### src/rtl/wdc_pkg.sv
// shared constants and types of the watchdog timer control block
package wdc_pkg;

  // register byte addresses on the bus
  localparam logic [7:0] CTRL_STATUS_ADDR = 8'h00;
  localparam logic [7:0] RESET_CAUSE_ADDR = 8'h04;
  localparam int ADDR_W = 8;

  // field positions in watchdog_ctrl_status
  localparam int FLAG_BIT = 7;
  localparam int IE_BIT = 6;
  localparam int TSEL3_BIT = 5;
  localparam int UNLOCK_BIT = 4;
  localparam int WDE_BIT = 3;
  localparam int TSEL_LO_MSB = 2;

  // field position in the reset cause register
  localparam int CAUSE_BIT = 3;

  // reset values
  localparam logic [3:0] TSEL_RESET = 4'h0;
  localparam logic FLAG_RESET = 1'b0;
  localparam logic IE_RESET = 1'b0;
  localparam logic WDE_RESET = 1'b0;
  localparam logic CAUSE_RESET = 1'b0;

  // fuse encoding: zero means programmed
  localparam logic FUSE_PROGRAMMED = 1'b0;

  // timing: unlock window in core cycles, one-cycle reset pulse
  localparam int UNLOCK_CYCLES = 4;
  localparam logic [2:0] UNLOCK_LOAD = 3'(UNLOCK_CYCLES);
  localparam int RESET_PULSE_CYCLES = 1;

  // timeout: base oscillator cycles shifted left by the select code
  localparam int OSC_FREQ_HZ = 128000;
  localparam int BASE_OSC_CYCLES = 2048;
  localparam logic [3:0] TSEL_MAX_CODE = 4'h9;
  localparam int COUNT_W = 21;

  // bus encodings
  localparam logic [1:0] HTRANS_NONSEQ = 2'h2;
  localparam logic HRESP_OKAY = 1'b0;

  // software-visible control fields
  typedef struct packed {
    logic flag;
    logic ie;
    logic reset_enable_bit;
    logic [3:0] tsel;
  } wdc_ctrl_t;

  // captured address phase
  typedef struct packed {
    logic valid;
    logic write;
    logic [ADDR_W-1:0] addr;
  } wdc_aphase_t;

  // bus data-phase states
  typedef enum logic [3:0] {
    BUS_IDLE = 4'b0001,
    BUS_WRITE = 4'b0010,
    BUS_RD_WAIT = 4'b0100,
    BUS_RD_DONE = 4'b1000
  } wdc_bus_state_t;

endpackage : wdc_pkg

### src/rtl/wdc_watchdog.sv
`timescale 1ns/100ps
// Summary of operation
// - programmed fuse forces reset mode: reset enable one, interrupt enable zero.
// - change-unlock clears itself four core cycles after being written one.
// - clearing reset enable or changing select only accepted while unlocked.
// - bit 7 timeout flag sets on timeout when configured for interrupt.
// - flag clears on vector taken or on writing one; zero does nothing.
// - interrupt request needs flag, enable bit 6 and global enable.
// - combined mode: first timeout sets flag; vector clears flag and enable.
// - combined mode: flag still pending at next timeout causes system reset.
// - enable pair selects stopped, interrupt, reset, or interrupt-then-reset mode.
// - fuse value one is unprogrammed, zero is programmed.
// - bit 3 reads and acts set while cause flag set; clears only after.
// - select code gives 2048 shl code oscillator cycles; codes above nine reserved.
// - counter runs on 128 kHz oscillator ticks, compared to selected limit.
// - restart instruction clears the counter to zero.
// - watchdog reset sets cause flag; cleared by power-on or writing zero.
// - timeout reset pulse lasts exactly one core clock cycle.
module wdc_watchdog #(
  parameter int BASE_CYCLES = wdc_pkg::BASE_OSC_CYCLES
) (
  input wire logic sys_clk,
  input wire logic reset,
  // AHB-Lite slave
  input wire logic hsel,
  input wire logic [31:0] haddr,
  input wire logic [1:0] htrans,
  input wire logic hwrite,
  input wire logic [2:0] hsize,
  input wire logic [31:0] hwdata,
  input wire logic hready,
  output logic hreadyout,
  output logic hresp,
  output logic [31:0] hrdata,
  // core and system side
  input wire logic osc_tick,
  input wire logic restart_instr,
  input wire logic global_irq_enable,
  input wire logic irq_vector_taken,
  input wire logic other_reset_req,
  input wire logic always_on_fuse,
  output logic irq_req,
  output logic wdt_reset_pulse,
  output logic [wdc_pkg::COUNT_W-1:0] watchdog_count
);

  // bus state
  wdc_pkg::wdc_bus_state_t bus_state_reg;
  wdc_pkg::wdc_bus_state_t bus_state_next;
  wdc_pkg::wdc_aphase_t aphase_reg;
  wdc_pkg::wdc_aphase_t aphase_next;
  logic [31:0] hrdata_reg;
  logic [31:0] hrdata_next;

  // watchdog state
  wdc_pkg::wdc_ctrl_t ctrl_reg;
  wdc_pkg::wdc_ctrl_t ctrl_next;
  logic [2:0] unlock_cnt_reg;
  logic [2:0] unlock_cnt_next;
  logic cause_reg;
  logic cause_next;
  logic pulse_reg;
  logic pulse_next;

  // decoded terms
  logic fuse_prog;
  logic wde_eff;
  logic ie_eff;
  logic unlock_active;
  logic run;
  logic timeout;
  logic ctrl_we;
  logic cause_we;
  logic [7:0] wbyte;
  logic set_flag;
  logic fire;
  logic reinit;
  logic addr_take;
  logic [7:0] ctrl_read;
  logic sel_ctrl;
  logic sel_cause;
  logic cnt_restart;

  // timeout behaviour selected by the effective enable pair
  typedef enum logic [3:0] {
    MODE_STOPPED = 4'b0001,
    MODE_IRQ = 4'b0010,
    MODE_RESET = 4'b0100,
    MODE_IRQ_RESET = 4'b1000
  } wdc_mode_t;
  wdc_mode_t mode;

  // effective mode bits; the fuse and the cause flag override software
  always_comb
  begin
    fuse_prog = (always_on_fuse == wdc_pkg::FUSE_PROGRAMMED);
    wde_eff = fuse_prog | ctrl_reg.reset_enable_bit | cause_reg;
    ie_eff = ctrl_reg.ie & ~fuse_prog;
    unlock_active = (unlock_cnt_reg != 3'h0);
    run = wde_eff | ie_eff;
  end

  // mode decode from the effective bits, so the fuse and the cause flag are already folded in
  always_comb
  begin
    case ({wde_eff, ie_eff})
      2'b01: mode = MODE_IRQ;
      2'b10: mode = MODE_RESET;
      2'b11: mode = MODE_IRQ_RESET;
      default: mode = MODE_STOPPED;
    endcase
  end

  // counter restart; our own timeout already zeroes the count, and keeping the reset pulse
  // out of this path keeps the timeout decode free of a combinational loop
  always_comb
  begin
    cnt_restart = restart_instr | other_reset_req;
  end

  // oscillator counter; cleared by restart and by any reset
  wdc_counter #(
    .BASE_CYCLES(BASE_CYCLES),
    .CNT_W(wdc_pkg::COUNT_W)
  ) u_counter (
    .sys_clk(sys_clk),
    .reset(reset),
    .restart(cnt_restart),
    .run(run),
    .osc_tick(osc_tick),
    .tsel(ctrl_reg.tsel),
    .timeout(timeout),
    .count(watchdog_count)
  );

  // timeout action by mode; a vector taken this cycle counts as serviced
  always_comb
  begin
    set_flag = 1'b0;
    fire = 1'b0;
    if (timeout)
    begin
      case (mode)
        MODE_IRQ:
        begin
          set_flag = 1'b1;
        end
        MODE_IRQ_RESET:
        begin
          if (ctrl_reg.flag && !irq_vector_taken)
            fire = 1'b1;
          else
            set_flag = 1'b1;
        end
        MODE_RESET:
        begin
          fire = 1'b1;
        end
        default:
        begin
          fire = 1'b0;
        end
      endcase
    end
    reinit = fire | other_reset_req;
  end

  // bus address phase and data-phase sequencing
  always_comb
  begin
    addr_take = hsel & hready & (htrans == wdc_pkg::HTRANS_NONSEQ);
    aphase_next = aphase_reg;
    bus_state_next = bus_state_reg;
    hrdata_next = hrdata_reg;
    case (bus_state_reg)
      wdc_pkg::BUS_IDLE, wdc_pkg::BUS_WRITE, wdc_pkg::BUS_RD_DONE:
      begin
        aphase_next.valid = addr_take;
        aphase_next.write = hwrite;
        aphase_next.addr = haddr[wdc_pkg::ADDR_W-1:0];
        if (!addr_take)
          bus_state_next = wdc_pkg::BUS_IDLE;
        else if (hwrite)
          bus_state_next = wdc_pkg::BUS_WRITE;
        else
          bus_state_next = wdc_pkg::BUS_RD_WAIT;
      end
      wdc_pkg::BUS_RD_WAIT:
      begin
        // one wait state lets read data leave from a flip-flop
        if (sel_ctrl)
          hrdata_next = {24'h000000, ctrl_read};
        else if (sel_cause)
          hrdata_next = 32'(cause_reg) << wdc_pkg::CAUSE_BIT;
        else
          hrdata_next = 32'h00000000;
        bus_state_next = wdc_pkg::BUS_RD_DONE;
      end
      default:
      begin
        bus_state_next = wdc_pkg::BUS_IDLE;
        aphase_next.valid = 1'b0;
      end
    endcase
  end

  // read view of the control register
  always_comb
  begin
    ctrl_read = 8'h00;
    ctrl_read[wdc_pkg::FLAG_BIT] = ctrl_reg.flag;
    ctrl_read[wdc_pkg::IE_BIT] = ie_eff;
    ctrl_read[wdc_pkg::TSEL3_BIT] = ctrl_reg.tsel[3];
    ctrl_read[wdc_pkg::UNLOCK_BIT] = unlock_active;
    ctrl_read[wdc_pkg::WDE_BIT] = wde_eff;
    ctrl_read[wdc_pkg::TSEL_LO_MSB:0] = ctrl_reg.tsel[2:0];
  end

  // register select from the captured address phase; write strobes in the data phase
  always_comb
  begin
    wbyte = hwdata[7:0];
    sel_ctrl = aphase_reg.valid && (aphase_reg.addr == wdc_pkg::CTRL_STATUS_ADDR);
    sel_cause = aphase_reg.valid && (aphase_reg.addr == wdc_pkg::RESET_CAUSE_ADDR);
    ctrl_we = (bus_state_reg == wdc_pkg::BUS_WRITE) && sel_ctrl;
    cause_we = (bus_state_reg == wdc_pkg::BUS_WRITE) && sel_cause;
  end

  // unlock window: loaded by the unlocking write, then counts down
  always_comb
  begin
    unlock_cnt_next = unlock_cnt_reg;
    if (reinit)
      unlock_cnt_next = 3'h0;
    else if (ctrl_we && wbyte[wdc_pkg::UNLOCK_BIT] && wbyte[wdc_pkg::WDE_BIT])
      unlock_cnt_next = wdc_pkg::UNLOCK_LOAD;
    else if (unlock_active)
      unlock_cnt_next = unlock_cnt_reg - 3'h1;
  end

  // control fields; the timeout flag's set wins over the write-one and vector clears, not over a system reset
  always_comb
  begin
    ctrl_next = ctrl_reg;
    // flag: write one clears, zero ignored, vector clears
    if (ctrl_we && wbyte[wdc_pkg::FLAG_BIT])
      ctrl_next.flag = 1'b0;
    if (irq_vector_taken)
      ctrl_next.flag = 1'b0;
    if (set_flag)
      ctrl_next.flag = 1'b1;
    // interrupt enable; locked at zero under the fuse
    if (ctrl_we)
      ctrl_next.ie = wbyte[wdc_pkg::IE_BIT] & ~fuse_prog;
    else if (irq_vector_taken && wde_eff)
      ctrl_next.ie = 1'b0;
    // reset enable: setting is free, clearing needs unlock and no cause flag
    if (ctrl_we)
    begin
      if (wbyte[wdc_pkg::WDE_BIT])
        ctrl_next.reset_enable_bit = 1'b1;
      else if (unlock_active && !cause_reg)
        ctrl_next.reset_enable_bit = 1'b0;
    end
    // select change only inside the unlock window
    if (ctrl_we && unlock_active)
      ctrl_next.tsel = {wbyte[wdc_pkg::TSEL3_BIT], wbyte[wdc_pkg::TSEL_LO_MSB:0]};
    // any system reset returns to defaults, shortest period
    if (reinit)
    begin
      ctrl_next.flag = wdc_pkg::FLAG_RESET;
      ctrl_next.ie = wdc_pkg::IE_RESET;
      ctrl_next.reset_enable_bit = wdc_pkg::WDE_RESET;
      ctrl_next.tsel = wdc_pkg::TSEL_RESET;
    end
  end

  // cause flag: set by our own reset, cleared by writing zero; set wins
  always_comb
  begin
    cause_next = cause_reg;
    if (cause_we && !wbyte[wdc_pkg::CAUSE_BIT])
      cause_next = 1'b0;
    if (fire)
      cause_next = 1'b1;
  end

  // reset pulse stands for exactly one core cycle per timeout
  always_comb
  begin
    pulse_next = fire;
  end

  // bus registers
  always_ff @(posedge sys_clk or posedge reset)
  begin
    if (reset)
    begin
      bus_state_reg <= wdc_pkg::BUS_IDLE;
      aphase_reg <= '0;
      hrdata_reg <= 32'h00000000;
    end
    else
    begin
      bus_state_reg <= bus_state_next;
      aphase_reg <= aphase_next;
      hrdata_reg <= hrdata_next;
    end
  end

  // watchdog registers; power-on reset also clears the cause flag
  always_ff @(posedge sys_clk or posedge reset)
  begin
    if (reset)
    begin
      ctrl_reg.flag <= wdc_pkg::FLAG_RESET;
      ctrl_reg.ie <= wdc_pkg::IE_RESET;
      ctrl_reg.reset_enable_bit <= wdc_pkg::WDE_RESET;
      ctrl_reg.tsel <= wdc_pkg::TSEL_RESET;
      unlock_cnt_reg <= 3'h0;
      cause_reg <= wdc_pkg::CAUSE_RESET;
      pulse_reg <= 1'b0;
    end
    else
    begin
      ctrl_reg <= ctrl_next;
      unlock_cnt_reg <= unlock_cnt_next;
      cause_reg <= cause_next;
      pulse_reg <= pulse_next;
    end
  end

  // outputs; the request gates the flag with both enables
  assign irq_req = ctrl_reg.flag & ie_eff & global_irq_enable;
  assign wdt_reset_pulse = pulse_reg;
  assign hreadyout = (bus_state_reg != wdc_pkg::BUS_RD_WAIT);
  assign hresp = wdc_pkg::HRESP_OKAY;
  assign hrdata = hrdata_reg;

endmodule : wdc_watchdog

### src/rtl/wdc_counter.sv
`timescale 1ns/100ps
// oscillator cycle counter with selectable timeout limit
module wdc_counter #(
  parameter int BASE_CYCLES = wdc_pkg::BASE_OSC_CYCLES,
  parameter int CNT_W = wdc_pkg::COUNT_W
) (
  input wire logic sys_clk,
  input wire logic reset,
  input wire logic restart,
  input wire logic run,
  input wire logic osc_tick,
  input wire logic [3:0] tsel,
  output logic timeout,
  output logic [CNT_W-1:0] count
);

  logic [CNT_W-1:0] count_reg;
  logic [CNT_W-1:0] count_next;
  logic [CNT_W-1:0] limit;
  logic [3:0] code;

  // reserved codes fall back to the longest period, never to a short one
  always_comb
  begin
    code = (tsel > wdc_pkg::TSEL_MAX_CODE) ? wdc_pkg::TSEL_MAX_CODE : tsel;
    limit = CNT_W'(BASE_CYCLES) << code;
  end

  // count oscillator ticks; restart and stopped mode hold it at zero
  always_comb
  begin
    timeout = 1'b0;
    count_next = count_reg;
    if (restart || !run)
    begin
      count_next = '0;
    end
    else if (osc_tick)
    begin
      if (count_reg >= limit - CNT_W'(1))
      begin
        timeout = 1'b1;
        count_next = '0;
      end
      else
      begin
        count_next = count_reg + CNT_W'(1);
      end
    end
  end

  always_ff @(posedge sys_clk or posedge reset)
  begin
    if (reset)
      count_reg <= '0;
    else
      count_reg <= count_next;
  end

  assign count = count_reg;

endmodule : wdc_counter

### config.mk
export PLATFORM = sky130hd
export DESIGN_NAME = wdc_watchdog
export DESIGN_NICKNAME = d
export VERILOG_FILES = /design/src/rtl/wdc_pkg.sv /design/src/rtl/wdc_watchdog.sv /design/src/rtl/wdc_counter.sv
export SDC_FILE = /design/constraint.sdc
export NUM_CORES = 1
export LEC_CHECK = 0
export BUFFER_PORTS_ARGS = -buffer_cell sky130_fd_sc_hd__buf_2
export CAP_MARGIN = 10
export CELL_PAD_IN_SITES_DETAIL_PLACEMENT = 1
export CELL_PAD_IN_SITES_GLOBAL_PLACEMENT = 1
export CORE_UTILIZATION = 35
export DETAILED_ROUTE_END_ITERATION = 8
export PLACE_DENSITY_LB_ADDON = 0.25
export SYNTH_ARGS = -nofsm -noshare
export SYNTH_HDL_FRONTEND = slang
export SYNTH_SLANG_ARGS = --single-unit
### constraint.sdc
create_clock -name sys_clk -period 4.3 [get_ports sys_clk]
set_input_delay 0.215 -clock sys_clk [delete_from_list [all_inputs] [get_ports sys_clk]]
set_output_delay 0.215 -clock sys_clk [all_outputs]
set_load 0.03 [all_outputs]
==> run summary <==
The proportion of layout cells with a drive suffix above 1 came out at 0.253. The tools report the maximum operating frequency as 0.277 GHz. The run gives 5.42 mm as the post-DP HPWL.

Synthesis produced a netlist whose cell count is 317. The number of antenna diodes in the final layout is 0. The via density per instance works out to 5.01. Chip width: 96.4 um. The floorplan step defined a die boundary enclosing 9300 um^2. Overall power consumption after layout is estimated at 0.00101 W. The tools report the DRC marker count from the first detailed-route iteration as 48. Power spread over the standard cell area amounts to 288 nW/um^2.

The routed layout has 2438 vias. The synthesis-to-finish area growth was 12.9%. The first-pass iteration count of the detailed router is 4. After synthesis the cells add up to 3120 um^2. The overall global routing resource usage was 0.164; the die extent in y was 96.4 um. Counting distinct cell types in the post-synthesis netlist gives 57. The run gives 0.130 mV as the peak ir drop on the vdd network.

The cell leakage power was 1.64 nW; the number of global-route vias before repair was 2401. The region available for standard cell placement spans 8680 um^2. Sort of element at the end of the critical path: a flip-flop. Clock-pin slew was measured on the worst setup and hold paths at 0.10 ns. For the proportion of synthesized chip area in sequential cells, the log shows 0.433.

Once detail routing completed, the nets flagged for antenna violations numbered 0. The final-stage net count was 472; the per-instance average area after synthesis was 9.84 um^2. The tightest min-delay check is of the input pin to flip-flop type. The first global-routing pass estimated 11.8 mm of wire. The count of buffers added on input and output ports is 60. At the worst endpoint, the required time is 4.47 ns.

The clock reaches the later pin of the worst-skew pair after 0.31 ns. The number of sinks on the clock net is 54, and the delay of the slowest cell on the worst path is 0.67 ns. The synthesized design contains 54 register bits.

The number of flip-flops under the largest register name came out at 21. After detailed routing, the number of remaining DRC violations is 0. In this run the number of H-tree levels came out at 2.

The tools report the number of endpoints with negative hold slack in the final report as 0. The logs give 55 for the pin count of the biggest net entering global routing and 0 for the number of setup buffers added after CTS. By instance count, the leading cell after synthesis is dfrtp_1.

The total of fill cells in the finished design was 1032; the worst-path maximum fanout was 10. The aggregate global routing overflow came out at 0. Counting flops with a built-in enable in the synthesized netlist gives 0. The slowest cell on the critical path is o41ai_4.

The most numerous cell type found on the critical path is ha_1. The run gives 0 as the number of cells upsized or downsized after cts. The accumulated negative setup slack was 0 ns. Counting the buffers created by CTS gives 5.

For the detailed-route wire length, the log shows 6.99 mm. The tightest slew margin relative to the limit was 0.470; the fraction of registers with async set/reset was 1.00. The clock period could shrink to 3.61 ns. Ranked by total cell area, the synthesized netlist is headed by dfrtp_1, buf_4, ha_1.

Master cell of the clock root buffer: clkbuf_8. STA puts the critical path data arrival time at 3.78 ns. During synthesis, Yosys emitted a total of 0 warnings.

Placement row count: 34. The critical path goes through or2_2, or3_1, ha_1, nor3_1, a21o_1, a32oi_1, ha_1, nand2_1, nor4_1, a221oi_2, o41ai_4, nor2_1. The commonest cells after synthesis are dfrtp_1, nor2_1, buf_4.

The post-cts hold buffer count was 0. The dominant synthesized flop cell was dfrtp_1. The run finished with clean final reports. Setup repair after global routing left no endpoint under its margin.

Setup violations remaining at the end of the flow were counted as 0. The longest clock path from root to sink contains 2 buffers. The critical path class is flip-flop to flip-flop. The leading area contributor after synthesis was dfrtp_1. The final clock period utilization by the worst path is 0.839. The logs give 0 for the max-slew violation total from the final report and 137 for the number of I/O pins. The logs give 0 for the initial antenna violation count and 0.360 for the effective utilization at floorplan. For the number of max-capacitance violations reported, the log shows 0.

The startpoint type of the worst setup path is a flip-flop. The final setup skew is 0.0126 ns, and the slew of the pin with the lowest slew margin is 0.782 ns. TritonCTS built the clock tree.

The portion of synthesized cell area occupied by the leading cell type is 0.425. At the end of routability-driven placement, the weighted congestion stood at 0.711. Dividing the detail-routed wire length by the instance count gives 14.4 um.
-- critical path, delay by kind of cell, from the launching register on --
kind,cells,cell delay [ns]
simple gates,6,1.33
fa+ha+maj,2,0.54
flops,1,0.48
compound gates,4,1.10
-- per-layer routing --
metal	track usage	vias up	wire length (um)
met5	0	-	0
met4	0.0478	0	80
met3	0.0282	6	271
met2	0.279	59	3400
met1	0.215	1184	3240
li1	-	1189	-
-- cell usage in the layout, fill, tap and decap left out, types with 3 or more instances in the layout --
master    count
nor2_1       36
dfrtp_1      53
inv_1        12
nand2_1      25
xnor2_1      14
clkbuf_8      5
buf_2        60
xor2_1        7
a21oi_1      18
nor4_1        6
o21ai_0      11
nand3b_1      4
a21o_1        3
nand3_1       9
mux2_2        8
and4_1        3
a22o_1        4
nand4_1       5
conb_1       26
nor3_1        9
ha_1         14
-- cell type report --
class	count	area, um^2	share of cell area
multi-input combinational	242	1580	0.448
sequential	54	1350	0.384
timing repair buffer	62	315	0.0895
tap	108	135	0.0384
clock buffer	5	68.8	0.0195
inverter	13	48.8	0.0139
clock inverter	3	23.8	0.00675
-- worst paths after layout --
| path | from | end | slack [ns] | cells past startpoint |
|---|---|---|---|---|
| worst max-delay path | ctrl_read[1] | unlock_cnt_reg[2] | 0.69 | 12 |
| worst min-delay path | hwrite | bus_state_reg[2] | 0.07 | 2 |
| worst max register to register | ctrl_read[1] | unlock_cnt_reg[2] | 0.69 | 12 |
| worst min register to register | aphase_reg[9] | aphase_reg[9] | 0.50 | 1 |
| max in group asynchronous | reset | u_counter.count[11] | 3.74 | 3 |
| min in group asynchronous | reset | hrdata[1] | 0.08 | 3 |
-- kinds of logic (layout without fill, tap and decap cells) --
family          Yosys count  in the layout  share of synthesized area
compound gates           51             51                      0.119
xor+xnor                 21             21                     0.0589
fa+ha+maj                14             14                     0.0561
buf+inv                  45             83                     0.0898
flops                    54             54                      0.433
mux                      10             10                     0.0353
other cells               2             26                    0.00241
simple gates            120            120                      0.205
-- where the power goes --
| group | total [W] | internal, W | switching [W] |
|---|---|---|---|
| sequential | 0.000540 | 0.000529 | 0.0000115 |
| clock | 0.000294 | 0.000117 | 0.000177 |
| combinational | 0.000179 | 0.0000646 | 0.000114 |
-- stage by stage --
step           setup slack, ns  hold slack, ns  area [um^2]   util  instances
2_1_floorplan             1.17           0.288         3210      -        341
3_3_place_gp             0.788           0.392         3430  0.395        479
3_5_place_dp             0.668           0.402         3430  0.395        479
4_1_cts                  0.649          0.0586         3520  0.406        487
5_1_grt                  0.418          0.0554         3520  0.406        487
6_report                 0.693          0.0676         3520  0.406        487
(Power assumes the default switching activity.)
